$ cat src/hdl/tec_defines.svh
// Purpose: offsets, field positions, reset values for the timer channel
// Assumes: 16-bit register port, word per offset
// Notes:   included by the top module and the assertion module
`ifndef TEC_DEFINES_SVH
`define TEC_DEFINES_SVH
// ****************************************************************
// Register offsets
// ****************************************************************
`define TEC_OFS_CONTROL_ZERO   4'h0
`define TEC_OFS_CONTROL_ONE    4'h1
`define TEC_OFS_IO_CONTROL_ONE 4'h2
`define TEC_OFS_EDGE_SELECT    4'h3
`define TEC_OFS_OPTION_ZERO    4'h4
`define TEC_OFS_COUNTER_READ   4'h5
`define TEC_OFS_COMPARE_ZERO   4'h6
`define TEC_OFS_COMPARE_ONE    4'h7
`define TEC_OFS_IRQ_MASK       4'h8
// ****************************************************************
// Field positions
// ****************************************************************
`define TEC_BIT_COUNTER_ENABLE 7
`define TEC_BIT_SOFT_TRIGGER   6
`define TEC_BIT_EVENT_CLOCK    5
`define TEC_BIT_MASK_ONE       1
`define TEC_BIT_MASK_ZERO      0
`define TEC_BIT_OVERFLOW       0
// ****************************************************************
// Reset values and constants
// ****************************************************************
`define TEC_RST_BYTE           8'h00
`define TEC_RST_WORD           16'h0000
`define TEC_CNT_IDLE           16'hFFFF
`define TEC_CNT_ONE            16'h0001
`define TEC_MODE_INTERVAL      3'h0
`define TEC_MODE_EVENT         3'h1
`define TEC_MODE_TRIGGER       3'h2
`endif

$ cat src/hdl/tec_pkg.sv
// Purpose: types shared by the timer channel
// Assumes: tec_defines.svh holds the numbers
// Notes:   none
package tec_pkg;
  typedef enum logic [1:0] {
    TEC_EDGE_NONE = 2'b00,
    TEC_EDGE_RISE = 2'b01,
    TEC_EDGE_FALL = 2'b10,
    TEC_EDGE_BOTH = 2'b11
  } tec_edge_e;

  typedef enum logic [1:0] {
    TEC_ST_STOP = 2'b00,
    TEC_ST_WAIT = 2'b01,
    TEC_ST_RUN  = 2'b10
  } tec_state_e;

  typedef struct packed {
    logic [3:0]  addr;
    logic [15:0] wdata;
    logic        wr;
    logic        rd;
  } tec_bus_s;

  typedef struct packed {
    logic wave_zero;
    logic wave_one;
    logic irq_zero;
    logic irq_one;
  } tec_out_s;
endpackage

$ cat src/hdl/tec_timer.sv
// Purpose: 16-bit timer channel, event count and trigger pulse modes
// Assumes: pins synchronous to CLOCK_IN; count clock enable from outside
// Notes:   interval mode as square wave source, on event edges or the count clock
//
// Design decisions made here: the register offsets and the strobed register port.
`timescale 1ns/1ps
`include "tec_defines.svh"

module tec_timer
  import tec_pkg::*;
(
  input  wire logic        CLOCK_IN,
  input  wire logic        RESET_IN,
  input  wire logic        COUNT_CLOCK_EN_IN,
  input  wire logic        EVENT_IN,
  input  wire logic        TRIGGER_IN,
  input  wire logic [3:0]  ADDR_IN,
  input  wire logic [15:0] WDATA_IN,
  input  wire logic        WR_IN,
  input  wire logic        RD_IN,
  output logic      [15:0] RDATA_OUT,
  output logic             WAVE_ZERO_OUT,
  output logic             WAVE_ONE_OUT,
  output logic             COMPARE_ZERO_IRQ_OUT,
  output logic             COMPARE_ONE_IRQ_OUT
);

  // ****************************************************************
  // Helpers
  // ****************************************************************
  function automatic logic edge_hit(input logic [1:0] sel, input logic cur,
                                    input logic prev);
    edge_hit = (sel[0] & cur & ~prev) | (sel[1] & ~cur & prev);
  endfunction

  function automatic logic [15:0] pad8(input logic [7:0] v);
    pad8 = {8'h00, v};
  endfunction

  // ****************************************************************
  // Registers
  // ****************************************************************
  tec_bus_s    bus;
  tec_out_s    outs;
  tec_state_e  state_reg, state_next;
  logic [7:0]  control_zero_reg;
  logic [7:0]  control_one_reg;
  logic [7:0]  io_control_one_reg;
  logic [3:0]  edge_select_control_reg;
  logic [7:0]  option_zero_reg;
  logic [1:0]  irq_mask_reg;
  logic [15:0] compare_zero_value_reg;
  logic [15:0] compare_one_value_reg;
  logic [15:0] compare_buffer_zero_reg;
  logic [15:0] compare_buffer_one_reg;
  logic [15:0] counter_reg, counter_next;
  logic        event_prev_reg;
  logic        trigger_prev_reg;
  logic        wave_zero_reg, wave_zero_next;
  logic        wave_one_reg, wave_one_next;
  logic        irq_zero_reg, irq_zero_next;
  logic        irq_one_reg, irq_one_next;
  logic        soft_used_reg;
  logic [15:0] rdata_reg;

  assign bus = '{addr: ADDR_IN, wdata: WDATA_IN, wr: WR_IN, rd: RD_IN};

  // ****************************************************************
  // Decode
  // ****************************************************************
  wire         wr_ctl0 = bus.wr && bus.addr == `TEC_OFS_CONTROL_ZERO;
  wire         wr_ctl1 = bus.wr && bus.addr == `TEC_OFS_CONTROL_ONE;
  wire         wr_cmp0 = bus.wr && bus.addr == `TEC_OFS_COMPARE_ZERO;
  wire         wr_cmp1 = bus.wr && bus.addr == `TEC_OFS_COMPARE_ONE;
  wire         enabled = control_zero_reg[`TEC_BIT_COUNTER_ENABLE];
  wire [2:0]   mode    = control_one_reg[2:0];
  wire         ev_clk  = control_one_reg[`TEC_BIT_EVENT_CLOCK];
  wire         mode_ev = mode == `TEC_MODE_EVENT;
  wire         mode_tr = mode == `TEC_MODE_TRIGGER;
  wire         mode_iv = mode == `TEC_MODE_INTERVAL;
  wire [1:0]   trig_sel = edge_select_control_reg[1:0];
  wire [1:0]   event_sel = edge_select_control_reg[3:2];
  wire         event_edge = edge_hit(event_sel, EVENT_IN, event_prev_reg);
  wire         ext_trig   = edge_hit(trig_sel, TRIGGER_IN, trigger_prev_reg);
  // Soft trigger is a write-one pulse, not kept in control one; soft_used_reg notes that one came
  wire         soft_trig  = wr_ctl1 && bus.wdata[`TEC_BIT_SOFT_TRIGGER];
  wire         trigger    = mode_tr && (ext_trig || soft_trig);
  // Event modes tick on event edges, trigger mode on the count clock enable
  wire         tick = (mode_ev || (mode_iv && ev_clk)) ? event_edge
                                                       : COUNT_CLOCK_EN_IN;
  wire         match0 = counter_reg == compare_buffer_zero_reg;
  wire         match1 = counter_reg == compare_buffer_one_reg;
  wire         clear  = tick && match0;

  // First load on start; event/interval take compare writes at once
  wire start   = state_reg == TEC_ST_STOP && enabled;
  wire load0   = start || (mode_tr ? clear && state_reg == TEC_ST_RUN : 1'b1);
  wire load1   = start || (mode_tr ? clear && state_reg == TEC_ST_RUN : 1'b1);
  // Buffer one as it will stand after this edge, for the trigger-mode lookahead
  wire [15:0] next_buf1 = load1 ? compare_one_value_reg : compare_buffer_one_reg;

  // ****************************************************************
  // Counter and wave logic
  // ****************************************************************
  always_comb begin
    state_next     = state_reg;
    counter_next   = counter_reg;
    wave_zero_next = wave_zero_reg;
    wave_one_next  = wave_one_reg;
    irq_zero_next  = 1'b0;
    irq_one_next   = 1'b0;
    unique case (state_reg)
      TEC_ST_STOP: begin
        counter_next = `TEC_CNT_IDLE;
        if (enabled) begin
          state_next = mode_tr ? TEC_ST_WAIT : TEC_ST_RUN;
          // Event count starts from zero so the first irq needs cmp0+1 edges
          if (mode_ev) begin
            counter_next = `TEC_RST_WORD;
          end
        end
      end
      TEC_ST_WAIT: begin
        if (trigger) begin
          state_next     = TEC_ST_RUN;
          counter_next   = `TEC_RST_WORD;
          wave_one_next  = 1'b1;
          wave_zero_next = ~wave_zero_reg;
        end
      end
      TEC_ST_RUN: begin
        if (mode_tr && trigger) begin
          // Trigger beats a same-cycle match; that irq is dropped
          counter_next   = `TEC_RST_WORD;
          wave_one_next  = 1'b1;
          wave_zero_next = ~wave_zero_reg;
        end else if (tick) begin
          if (clear) begin
            counter_next   = `TEC_RST_WORD;
            irq_zero_next  = 1'b1;
            wave_zero_next = (mode_tr || mode_iv) ? ~wave_zero_reg : wave_zero_reg;
            if (mode_tr) begin
              wave_one_next = 1'b1;
            end
          end else begin
            // Wraps through FFFF when the buffer was lowered under the count
            counter_next = counter_reg + `TEC_CNT_ONE;
          end
          if (mode_tr && counter_next == next_buf1) begin
            // Falls as the count reaches buffer one: width is buffer one ticks
            irq_one_next  = 1'b1;
            wave_one_next = 1'b0;
          end else if (!mode_tr && match1) begin
            irq_one_next = 1'b1;
            if (mode_iv) begin
              wave_one_next = ~wave_one_reg;
            end
          end
        end
      end
      default: state_next = TEC_ST_STOP;
    endcase
    if (!enabled) begin
      state_next     = TEC_ST_STOP;
      counter_next   = `TEC_CNT_IDLE;
      wave_zero_next = 1'b0;
      wave_one_next  = 1'b0;
    end
  end

  always_ff @(posedge CLOCK_IN or posedge RESET_IN) begin
    if (RESET_IN) begin
      state_reg               <= TEC_ST_STOP;
      counter_reg             <= `TEC_CNT_IDLE;
      compare_buffer_zero_reg <= `TEC_RST_WORD;
      compare_buffer_one_reg  <= `TEC_RST_WORD;
      wave_zero_reg           <= 1'b0;
      wave_one_reg            <= 1'b0;
      irq_zero_reg            <= 1'b0;
      irq_one_reg             <= 1'b0;
      event_prev_reg          <= 1'b0;
      trigger_prev_reg        <= 1'b0;
    end else begin
      state_reg        <= state_next;
      counter_reg      <= counter_next;
      wave_zero_reg    <= wave_zero_next;
      wave_one_reg     <= wave_one_next;
      irq_zero_reg     <= irq_zero_next;
      irq_one_reg      <= irq_one_next;
      event_prev_reg   <= EVENT_IN;
      trigger_prev_reg <= TRIGGER_IN;
      if (load0) begin
        compare_buffer_zero_reg <= compare_zero_value_reg;
      end
      if (load1) begin
        compare_buffer_one_reg <= compare_one_value_reg;
      end
    end
  end

  // ****************************************************************
  // Register port
  // ****************************************************************
  always_ff @(posedge CLOCK_IN or posedge RESET_IN) begin
    if (RESET_IN) begin
      control_zero_reg        <= `TEC_RST_BYTE;
      control_one_reg         <= `TEC_RST_BYTE;
      io_control_one_reg      <= `TEC_RST_BYTE;
      edge_select_control_reg <= 4'h0;
      option_zero_reg         <= `TEC_RST_BYTE;
      irq_mask_reg            <= 2'h0;
      compare_zero_value_reg  <= `TEC_RST_WORD;
      compare_one_value_reg   <= `TEC_RST_WORD;
      soft_used_reg           <= 1'b0;
    end else begin
      if (wr_ctl0) begin
        control_zero_reg <= bus.wdata[7:0];
      end
      if (wr_ctl1) begin
        control_one_reg <= bus.wdata[7:0] & 8'hBF;
      end
      if (soft_trig) begin
        soft_used_reg <= 1'b1;
      end
      if (bus.wr && bus.addr == `TEC_OFS_IO_CONTROL_ONE) begin
        io_control_one_reg <= bus.wdata[7:0];
      end
      if (bus.wr && bus.addr == `TEC_OFS_EDGE_SELECT) begin
        edge_select_control_reg <= bus.wdata[3:0];
      end
      if (bus.wr && bus.addr == `TEC_OFS_OPTION_ZERO) begin
        option_zero_reg <= bus.wdata[7:0] & 8'hFE;
      end
      if (bus.wr && bus.addr == `TEC_OFS_IRQ_MASK) begin
        irq_mask_reg <= bus.wdata[1:0];
      end
      if (wr_cmp0) begin
        compare_zero_value_reg <= bus.wdata;
      end
      if (wr_cmp1) begin
        compare_one_value_reg <= bus.wdata;
      end
    end
  end

  wire [15:0] rd_mux =
    (bus.addr == `TEC_OFS_CONTROL_ZERO)   ? pad8(control_zero_reg) :
    (bus.addr == `TEC_OFS_CONTROL_ONE)    ? pad8(control_one_reg) :
    (bus.addr == `TEC_OFS_IO_CONTROL_ONE) ? pad8(io_control_one_reg) :
    (bus.addr == `TEC_OFS_EDGE_SELECT)    ? {12'h000, edge_select_control_reg} :
    (bus.addr == `TEC_OFS_OPTION_ZERO)    ? pad8(option_zero_reg) :
    (bus.addr == `TEC_OFS_COUNTER_READ)   ? counter_reg :
    (bus.addr == `TEC_OFS_COMPARE_ZERO)   ? compare_zero_value_reg :
    (bus.addr == `TEC_OFS_COMPARE_ONE)    ? compare_one_value_reg :
    (bus.addr == `TEC_OFS_IRQ_MASK)       ? {14'h0000, irq_mask_reg} :
                                            `TEC_RST_WORD;

  always_ff @(posedge CLOCK_IN or posedge RESET_IN) begin
    if (RESET_IN) begin
      rdata_reg <= `TEC_RST_WORD;
    end else begin
      rdata_reg <= bus.rd ? rd_mux : `TEC_RST_WORD;
    end
  end

  // ****************************************************************
  // Outputs
  // ****************************************************************
  // Event count mode keeps both wave pins low; wave zero shown in interval
  // mode, and in trigger mode only after a soft trigger
  assign outs = '{
    wave_zero: (mode_iv || (mode_tr && soft_used_reg)) && wave_zero_reg,
    wave_one:  (mode_iv || mode_tr) && wave_one_reg,
    irq_zero:  irq_zero_reg && !irq_mask_reg[`TEC_BIT_MASK_ZERO],
    irq_one:   irq_one_reg && !irq_mask_reg[`TEC_BIT_MASK_ONE]
  };

  assign RDATA_OUT            = rdata_reg;
  assign WAVE_ZERO_OUT        = outs.wave_zero;
  assign WAVE_ONE_OUT         = outs.wave_one;
  assign COMPARE_ZERO_IRQ_OUT = outs.irq_zero;
  assign COMPARE_ONE_IRQ_OUT  = outs.irq_one;

endmodule // tec_timer

$ cat config.mk
export PLATFORM = sky130hd
export DESIGN_NAME = tec_timer
export DESIGN_NICKNAME = d
export VERILOG_FILES = /design/src/hdl/tec_pkg.sv /design/src/hdl/tec_timer.sv
export VERILOG_INCLUDE_DIRS = /design/src /design/src/hdl
export SDC_FILE = /design/constraint.sdc
export NUM_CORES = 1
export LEC_CHECK = 0
export BUFFER_PORTS_ARGS = -buffer_cell sky130_fd_sc_hd__buf_2
export CAP_MARGIN = 20
export CORE_UTILIZATION = 52
export DETAILED_ROUTE_END_ITERATION = 10
export PLACE_DENSITY = 0.74
export SYNTH_ARGS = -nofsm -noshare
export SYNTH_HDL_FRONTEND = slang
export SYNTH_SLANG_ARGS = --single-unit
$ cat constraint.sdc
create_clock -name CLOCK_IN -period 4.3 [get_ports CLOCK_IN]
set_clock_uncertainty 0.15 [all_clocks]
set_input_delay 0.215 -clock CLOCK_IN [delete_from_list [all_inputs] [get_ports CLOCK_IN]]
set_output_delay 0.215 -clock CLOCK_IN [all_outputs]
set_load 0.02 [all_outputs]
==> results of run 1 <==
-- kinds of logic after synthesis --
logic type               Yosys count
XOR/XNOR                          51
AND/OR/NAND/NOR                  218
AO/OA/AOI/OAI                    126
flip-flops                       141
multiplexers                     111
adder cells (fa/ha/maj)            4
buffers and inverters             69
-- per-layer routing --
metal	vias to the layer above	global-route usage, %	wire length [um]
met5	-	0	0
met4	0	10.2	439
met3	36	6.50	1660
met2	240	47.1	9970
met1	3069	43.0	9510
li1	2677	-	-
-- worst max-delay path, stage by stage (launching register included) --
cell and delay [ps]:
sky130_fd_sc_hd__dfstp_2 610, sky130_fd_sc_hd__xor2_1 100, sky130_fd_sc_hd__nor4_1 360, sky130_fd_sc_hd__nand2_1 410, sky130_fd_sc_hd__or4_1 810, sky130_fd_sc_hd__and3_4 270, sky130_fd_sc_hd__or3_1 340, sky130_fd_sc_hd__a2111o_1 410
sky130_fd_sc_hd__nand3_1 100, sky130_fd_sc_hd__nand4_1 170, sky130_fd_sc_hd__a211oi_2 250
-- synthesized netlist by cell type, types with 15 or more instances --
cell                       count  area share (%)
sky130_fd_sc_hd__xor2_1       23             2.6
sky130_fd_sc_hd__clkbuf_1     39             1.9
sky130_fd_sc_hd__nand2_1      43             2.1
sky130_fd_sc_hd__a21oi_1      23             1.5
sky130_fd_sc_hd__o21ai_0      27             1.8
sky130_fd_sc_hd__dfrtp_1     125              41
sky130_fd_sc_hd__o22a_1       15             1.7
sky130_fd_sc_hd__mux2_2       92              14
sky130_fd_sc_hd__dfstp_2      16             5.5
sky130_fd_sc_hd__inv_1        16            0.79
sky130_fd_sc_hd__nor2_1       62             3.1
sky130_fd_sc_hd__xnor2_1      28             3.2
sky130_fd_sc_hd__nand3_1      22             1.4
-- metrics by stage --
| step | power (uW) | setup slack, ps |
|---|---|---|
| detailed placement | 4490 | 337 |
| global route | 6450 | 71.0 |
| finish | 6130 | 239 |
| CTS | 6080 | 307 |
| floorplan | 3800 | 180 |
| global placement | 4440 | 405 |
-- power groups by stage --
stage,Sequential (uW),Combinational [uW],Clock (uW)
final,2180,2390,1550
after global routing,2220,2600,1630
after CTS,2160,2350,1570
after detailed placement,2180,2310,0
after global placement,2160,2280,0
after floorplan,1910,1890,0
-- how the worst min path moves through the flow --
stage                                          end  slack (ps)  cells after the start
floorplan                 event_prev_reg$_DFF_PP0_         100                      0
global placement        trigger_prev_reg$_DFF_PP0_         200                      1
detailed placement        event_prev_reg$_DFF_PP0_         200                      1
CTS                 control_one_reg[3]$_DFFE_PP0P_          10                      2
global route           irq_mask_reg[1]$_DFFE_PP0P_          20                      2
finish              control_one_reg[3]$_DFFE_PP0P_          40                      2
-- what timing repair did --
| item | in CTS | in global routing |
|---|---|---|
| endpoints found under the hold margin | 151 | 0 |
| endpoints found under the setup margin | 0 | 2 |
| resized for setup | 0 | 1 |
| hold buffers | 18 | 0 |
-- final cells by class --
class                      count  area [um^2]
timing repair buffer          80          531
sequential                   141         3550
clock buffer                  21          460
tap                          180          225
clock inverter                11          156
multi-input combinational    510         3790
inverter                      16         65.1
fill                        1107         5320
==> impl_summary.md, run 1 <==
Place
The final HPWL from detailed placement is 14.8 mm. In this run the tool buffered the top-level ports with 46 buffer cells. The routability congestion estimate from global placement is 0.949. Counting tap cells, the placed design contains a total of 908 instances. The total placed instance area is 0.00796 mm^2.

Floorplan
The number of rows in the core area is 43. The floorplan die height is 123 um. The floorplan step defined a die boundary enclosing 0.0151 mm^2. Pin placement for this block handled 47 I/O pins. The initial standard-cell utilization of the core is 54.0%. The overall die width is 123 um.

The core outline area is 0.0141 mm^2.

Setup path
In this run the critical register-to-register path is captured at irq_one_reg$_DFF_PP0_. Measured in cells, the most critical reg-to-reg path has a length of 10. Along the worst path, the maximum fanout reaches 14.

STA classifies the critical path startpoint as a flop. The critical path is of the flop to flop type. The most critical setup path has its endpoint at irq_one_reg$_DFF_PP0_. The critical path data arrival time is 4260 ps. The first element of the critical path is counter_reg[3]$_DFFE_PP1P_. The worst-case register-to-register setup slack is 240 ps. The category of the worst setup path capture point is a flop. In this run the critical register-to-register path is launched from counter_reg[3]$_DFFE_PP1P_. At the worst endpoint, the required time is 4490 ps.

Flow run
Across the run, the number of max-cap violations was 0.

GRT
Summed over all layers, the global routing overflow is 0. The via count of the first global-routing pass came to 6,000. The first global-routing pass estimated 34.1 mm of wire.

The largest net degree at the start of global routing is 110. The global-route usage over all layers is 30.6%. The initial antenna violation count is 0.

Synth
The dominant combinational cell family by area after synthesis is multiplexers. The sequential element share of the synthesized area is 46.6%. The XOR/XNOR share of the synthesized area is 5.87%. The Yosys step of the flow raised 0 warnings. The number of cells produced by synthesis is 720. After synthesis, the netlist uses 58 different library cells. The portion of netlist area occupied by mux cells is 17.3%. In the synthesized netlist the async set-or-reset flop fraction comes to 100%.

The fraction of the mapped netlist area in compound gates is 11.3%. Yosys mapped a number of flops with a built-in enable equal to 0. The synthesized netlist devotes 0.657% of its cell area to adder and majority cells.

When the netlist entered floorplanning its net count stood at 751. In this run, synthesis produced a sequential element count of 141. The fraction of the mapped netlist area in simple logic gates is 14.6%. The most used flip-flop cell after synthesis is sky130_fd_sc_hd__dfrtp_1. The mapped netlist covers 0.00761 mm^2. The mean post-synth cell area is 10.6 um^2.

Timing
Setup repair after global routing left no endpoint under its margin. The final total negative setup slack is 0 ps. The slew of the pin with the lowest slew margin is 1000 ps. The final number of hold-violating endpoints is 0. The highest attainable clock frequency is 0.246 GHz. The headroom to the max-slew limit is 31.4%.

The worst path uses 94.4% of the clock period. The final number of max-transition violations is 0. The shortest clock period the worst path allows after layout is 4060 ps. The number of setup violations in the final report is 0. Hold is met by 35.4 ps.

Cells and area
The final instance area is 0.00877 mm^2. For this run, the number of standard cells in the final layout without fillers is 959. The area growth from synthesis to layout is 15.3%. Leaving out fill and tap cells, the most frequent cells in the layout are 125 x sky130_fd_sc_hd__dfrtp_1, 92 x sky130_fd_sc_hd__mux2_2, 62 x sky130_fd_sc_hd__nor2_1.

The number of diodes added for antenna fixing is 0. The post-route netlist has 27.7% of its cells at a drive strength greater than 1. Once layout is complete, the utilization of the core stands at 62.2%. The final net count is 797.

The commonest non-fill, non-tap cell in the layout is sky130_fd_sc_hd__dfrtp_1.

Power and ir drop
In this run, the combinational gates consume 39.1% of the power. For this design the ratio of total power to cell area is 699 mW/mm^2. The total leakage power is 0.00380 uW. IR analysis of the VDD net gives a maximum drop of 0.378 mV. The clock network power share is 25.4%. The share of total power dissipated in sequential elements is 35.6%. Of the total power, the share spent switching nets is 39.0%. In this run the power spent charging and discharging nets is 2390 uW. The internal power of the cells is 3740 uW.

Clock network
The clock tree root driver cell is sky130_fd_sc_hd__clkbuf_16. The number of buffers between clock root and the deepest sink is 2. After clock tree synthesis, the clock-pin slew on the worst setup and hold paths is 60 ps. The total CTS buffers is 17. TritonCTS built the clock tree. The later pin in the worst-skew pair is clocked with a latency of 430 ps. Once the clock tree was built, the setup fixing pass inserted 0 buffers. The number of clock sinks seen by CTS is 141. The maximum level of the CTS H-tree is 4.

Drt
The total wire length is 21.6 mm. In the routed design, unresolved DRC markers number 0. The via total after detailed routing is 6,022.

The number of DRC markers after the initial detailed-route iteration is 541. Once detail routing completed, the nets flagged for antenna violations numbered 0. The final routed wire length divided by cell count is 22.5 um. The first detailed-routing pass ran for 7 iterations.

After detailed routing, the number of vias per cell comes to 6.28.

Run status
The flow ran to the end, and the final reports show no timing, DRC or antenna violations.

Hold path
The worst hold path class is input pin to flop. The worst min-delay path startpoint is WDATA_IN[3].
Power figures use the tool's default switching activity.
==> run 2: changes to the inputs <==
--- a/config.mk
+++ b/config.mk
@@ -6,6 +6,7 @@
 export SDC_FILE = /design/constraint.sdc
 export NUM_CORES = 1
 export LEC_CHECK = 0
+export ABC_AREA = 1
 export BUFFER_PORTS_ARGS = -buffer_cell sky130_fd_sc_hd__buf_2
 export CAP_MARGIN = 20
 export CORE_UTILIZATION = 52
==> run 2 against run 1 <==
Compared with the run above:
- wire length down 9.0%
- clock power down 12%
- synthesized area down 3.4%
- sequential cell count unchanged
- largest power group is now sequential cells
==> impl_summary.md, run 2 <==
Setup path
The gate family responsible for the most delay along the worst path is simple AND/OR/NAND/NOR gates. The largest driver fanout on the critical path was 54 (+40). The slowest stage of the critical path belongs to the cell sky130_fd_sc_hd__dfstp_2.

The endpoint required time on the critical path is 4470 ps (-20 ps). The total buffers and inverters traversed by the critical path is 1 (+1). The highest cell delay on the worst timing path came to 640 ps (-170 ps). The most frequent cell on the critical path is sky130_fd_sc_hd__nand2_1. The startpoint class of the critical path is a flop. The critical path data arrival time is 3630 ps (-630 ps). By startpoint and endpoint, the worst setup path is classified as flop to flop.

Traced cell by cell, the critical path runs through inv_1 -> nand2_1 -> nand2_1 -> nor2_1 -> nand2_1 -> nor2_2 -> nand4_4 -> nand2_4 -> nand2_1 -> nand3_1 -> nand2_1 -> nor2_1 -> nand2_1 -> nor2_1 -> nand2_1 -> nand2_1 -> nand2_1 -> nand2_1 -> nand2_1. The category of the worst setup path capture point is a flop. The worst-case register-to-register setup slack is 830 ps (+590 ps).

Power and ir drop
The total net switching power came to 2140 uW (-11%). The power per cell area was 632 mW/mm^2 (-9.5%). The highest ir drop seen on vdd is 0.299 mV (-21%). The net switching share of the total power is 40.5% (+1.5 points). The internal power of the cells is 3140 uW (-16%). The combinational power share came to 36.8% (-2.3 points). The power after layout was 5280 uW (-14%). The register share of total power is 37.3% (+1.7 points). The total leakage power came to 0.00433 uW (+14%). The clock network power share was 25.9% (+0.5 points).

Synth
The mean post-synth cell area is 7.74 um^2 (-27%). In the post-synthesis netlist, the biggest area contributors are sky130_fd_sc_hd__dfrtp_1 43%, sky130_fd_sc_hd__nand2_1 15%, sky130_fd_sc_hd__o21ai_0 6.7%. The number of flops mapped to enable cells by yosys is 0 (unchanged). The number of cells produced by synthesis is 950 (+32%). The number of different library cells in the post-synthesis netlist was 44 (-24%). The sequential element share of the synthesized area came to 48.2% (+1.6 points).

The post-synthesis net count is 981 (+31%). The number of warning messages in the yosys log is 0 (unchanged). sky130_fd_sc_hd__dfrtp_1 takes more of the synthesized area than any other cell.

The post-synthesis instance area is 0.00735 mm^2 (-3.4%). The fraction of synthesis flops using an asynchronous set or reset pin is 100% (unchanged). The library cell with the highest instance count after synthesis is sky130_fd_sc_hd__nand2_1. The register bit count reported by yosys came to 141 (unchanged). In the synthesized netlist, the cells that appear most often are 289 x sky130_fd_sc_hd__nand2_1, 125 x sky130_fd_sc_hd__dfrtp_1, 113 x sky130_fd_sc_hd__inv_1. The most used flip-flop cell after synthesis is sky130_fd_sc_hd__dfrtp_1. The share of the synthesized area in the top cell type is 42.5% (+1.4 points).

Hold path
The worst hold path class is input pin to flop.

Clock network
The total CTS buffers is 17 (unchanged). The number of clock sinks seen by CTS is 141 (unchanged). The number of buffers inserted to repair setup after CTS is 0 (unchanged). The quantity of gates resized following cts came to 0 (unchanged).

The clock tree root driver cell is sky130_fd_sc_hd__clkbuf_16. The source-to-sink clock delay at the later pin of the worst-skew pair is 430 ps (about the same). The quantity of hold-fixing buffers added after cts was 14 (-4).

The clock-pin slew reported for the worst setup and hold paths after clock tree synthesis is 60 ps (about the same). The TritonCTS clock tree is built. The number of buffers between clock root and the deepest sink was 2 (unchanged). The maximum level of the CTS H-tree is 4 (unchanged).

Cells and area
The commonest non-fill, non-tap cell in the layout is sky130_fd_sc_hd__nand2_1. The fraction of final layout cells with drive strength greater than 1 is 12.0% (-16 points). The flip-flop and latch area came to 0.00355 mm^2 (unchanged). The area growth from synthesis to layout is 13.6%. The final instance area is 0.00835 mm^2 (-4.8%). The final net count was 1,026 (+29%). The area of the multi-input gates was 0.00317 mm^2 (-16%). The layout filler cell count is 1,225 (+11%). The final core area utilization is 60.4% (-1.8 points). The top cell types in the final layout, fill and taps aside, are 289 x sky130_fd_sc_hd__nand2_1, 125 x sky130_fd_sc_hd__dfrtp_1, 112 x sky130_fd_sc_hd__inv_1. The number of diodes added for antenna fixing is 0 (unchanged).

Drt
The detailed-router iteration count before antenna repair was 5 (-2). The DRC violation count after routing is 0 (unchanged). The final routed wire length divided by cell count is 16.5 um (-27%). The total wire length is 19.6 mm (-9.0%). The via total after detailed routing is 6,594 (+9.5%). The via density per instance came to 5.55 (-12%).

The number of DRC markers after the initial detailed-route iteration is 697 (+29%). The remaining number of nets flagged by the antenna check after routing was 0 (unchanged).

Floorplan
The number of rows in the core area is 43 (unchanged). The number of primary I/O pins is 47 (unchanged). The area of the die was 0.0146 mm^2 (-3.3%).

The core outline area is 0.0138 mm^2 (-1.9%). The initial standard-cell utilization of the core is 53.2% (-0.81 points). The floorplan die height is 121 um (-1.7%). The overall die width is 121 um (-1.7%).

Place
The routability congestion estimate from global placement is 0.910 (-4.1%). The count of buffers from port buffering is 46 (unchanged). The final HPWL from detailed placement is 13.9 mm (-6.7%). The total placed instance area was 0.00767 mm^2 (-3.7%).

Timing
The part of the cycle the worst path needs is 80.7% (-14 points). The number of setup violations in the final report is 0 (unchanged). The headroom to the max-slew limit is 27.8% (-3.5 points). The worst hold margin is 15.4 ps (-20.0 ps). The shortest clock period the worst path allows after layout is 3470 ps (-592 ps). The final number of max-transition violations came to 0 (unchanged). The highest attainable clock frequency is 0.288 GHz (+17%). The final total negative setup slack came to 0 ps (unchanged). The slew of the pin with the lowest slew margin was 1080 ps (+79.0 ps).

Setup repair after global routing left no endpoint under its margin. The final number of hold-violating endpoints came to 0 (unchanged).

GRT
The global-route usage over all layers is 28.8% (-1.8 points). The via count of the first global-routing pass was 5,985 (-0.25%). The total congestion overflow is 0 (unchanged). The initial antenna violation count is 0 (unchanged). The largest net degree at the start of global routing is 85 (-23%).

The global-route wire length before repair is 31.7 mm (-6.9%).

Flow run
The number of violations of the max-capacitance limit is 0 (unchanged).

Run status
The run finished with clean final reports.
[run 2: changes by cell type after synthesis, sizes merged, moves of 15 or more]
| cell | before | now |
|---|---|---|
| xnor2 | 28 | 9 |
| nor2 | 62 | 77 |
| o21ai | 27 | 101 |
| inv | 16 | 121 |
| o22a | 15 | 0 |
| clkbuf | 39 | 21 |
| nand2 | 43 | 292 |
| mux2 | 92 | 1 |
| nand3 | 22 | 60 |
[run 2: final timing paths]
kind / from / to / cells past startpoint
worst max-delay path: counter_reg[0]$_DFFE_PP1P_ / wave_one_reg$_DFFE_PP0P_ / 19
worst min-delay path: WDATA_IN[7] / io_control_one_reg[7]$_DFFE_PP0P_ / 3
worst max register to register: counter_reg[0]$_DFFE_PP1P_ / wave_one_reg$_DFFE_PP0P_ / 19
worst min register to register: soft_used_reg$_DFFE_PP0P_ / soft_used_reg$_DFFE_PP0P_ / 2
max in group asynchronous: RESET_IN / option_zero_reg[1]$_DFFE_PP0P_ / 4
min in group asynchronous: RESET_IN / compare_zero_value_reg[13]$_DFFE_PP0P_ / 3
[run 2: area by class of cell]
| type | count | share of cell area [%] |
|---|---|---|
| multi-input combinational | 649 | 37.9 |
| sequential | 141 | 42.5 |
| clock buffer | 21 | 5.39 |
| timing repair buffer | 65 | 4.88 |
| inverter | 121 | 5.50 |
| clock inverter | 11 | 1.17 |
| tap | 180 | 2.70 |
[run 2: cells by family after synthesis]
logic type	Yosys count	share of synthesized area (%)
multiplexers	1	0.153
XOR/XNOR	24	2.86
AO/OA/AOI/OAI	170	13.9
adder cells (fa/ha/maj)	4	0.681
AND/OR/NAND/NOR	450	25.3
flip-flops	141	48.2
buffers and inverters	160	8.85
[run 2: through the flow]
step,cells,setup WS [ps]
2_1_floorplan,950,180
3_3_place_gp,1142,950
3_5_place_dp,1142,896
4_1_cts,1188,888
5_1_grt,1188,515
6_report,1188,831
[run 2: power groups by stage]
stage	registers (uW)	clock network, uW	logic (uW)
after CTS	1950	1380	1910
after global routing	2000	1440	2200
after global placement	1970	0	1870
final	1970	1370	1940
after detailed placement	1970	0	1890
after floorplan	1840	0	1530
[run 2: worst reg2reg max path: stages, from the launching register on]
cell	delay [ps]
sky130_fd_sc_hd__dfstp_2	640
sky130_fd_sc_hd__inv_1	120
sky130_fd_sc_hd__nand2_1	70
sky130_fd_sc_hd__nand2_1	50
sky130_fd_sc_hd__nor2_1	90
sky130_fd_sc_hd__nand2_1	70
sky130_fd_sc_hd__nor2_2	180
sky130_fd_sc_hd__nand4_4	340
sky130_fd_sc_hd__nand2_4	570
sky130_fd_sc_hd__nand2_1	240
sky130_fd_sc_hd__nand3_1	110
sky130_fd_sc_hd__nand2_1	70
sky130_fd_sc_hd__nor2_1	110
sky130_fd_sc_hd__nand2_1	60
sky130_fd_sc_hd__nor2_1	160
sky130_fd_sc_hd__nand2_1	110
sky130_fd_sc_hd__nand2_1	70
sky130_fd_sc_hd__nand2_1	40
sky130_fd_sc_hd__nand2_1	60
sky130_fd_sc_hd__nand2_1	50
[run 2: routing by layer]
| layer | vias up | part of all wire (%) | global-route usage, % |
|---|---|---|---|
| met5 | - | 0 | 0 |
| met4 | 0 | 1.9 | 9.10 |
| met3 | 31 | 9.3 | 6.95 |
| met2 | 306 | 44 | 41.2 |
| met1 | 3104 | 45 | 42.8 |
| li1 | 3153 | - | - |
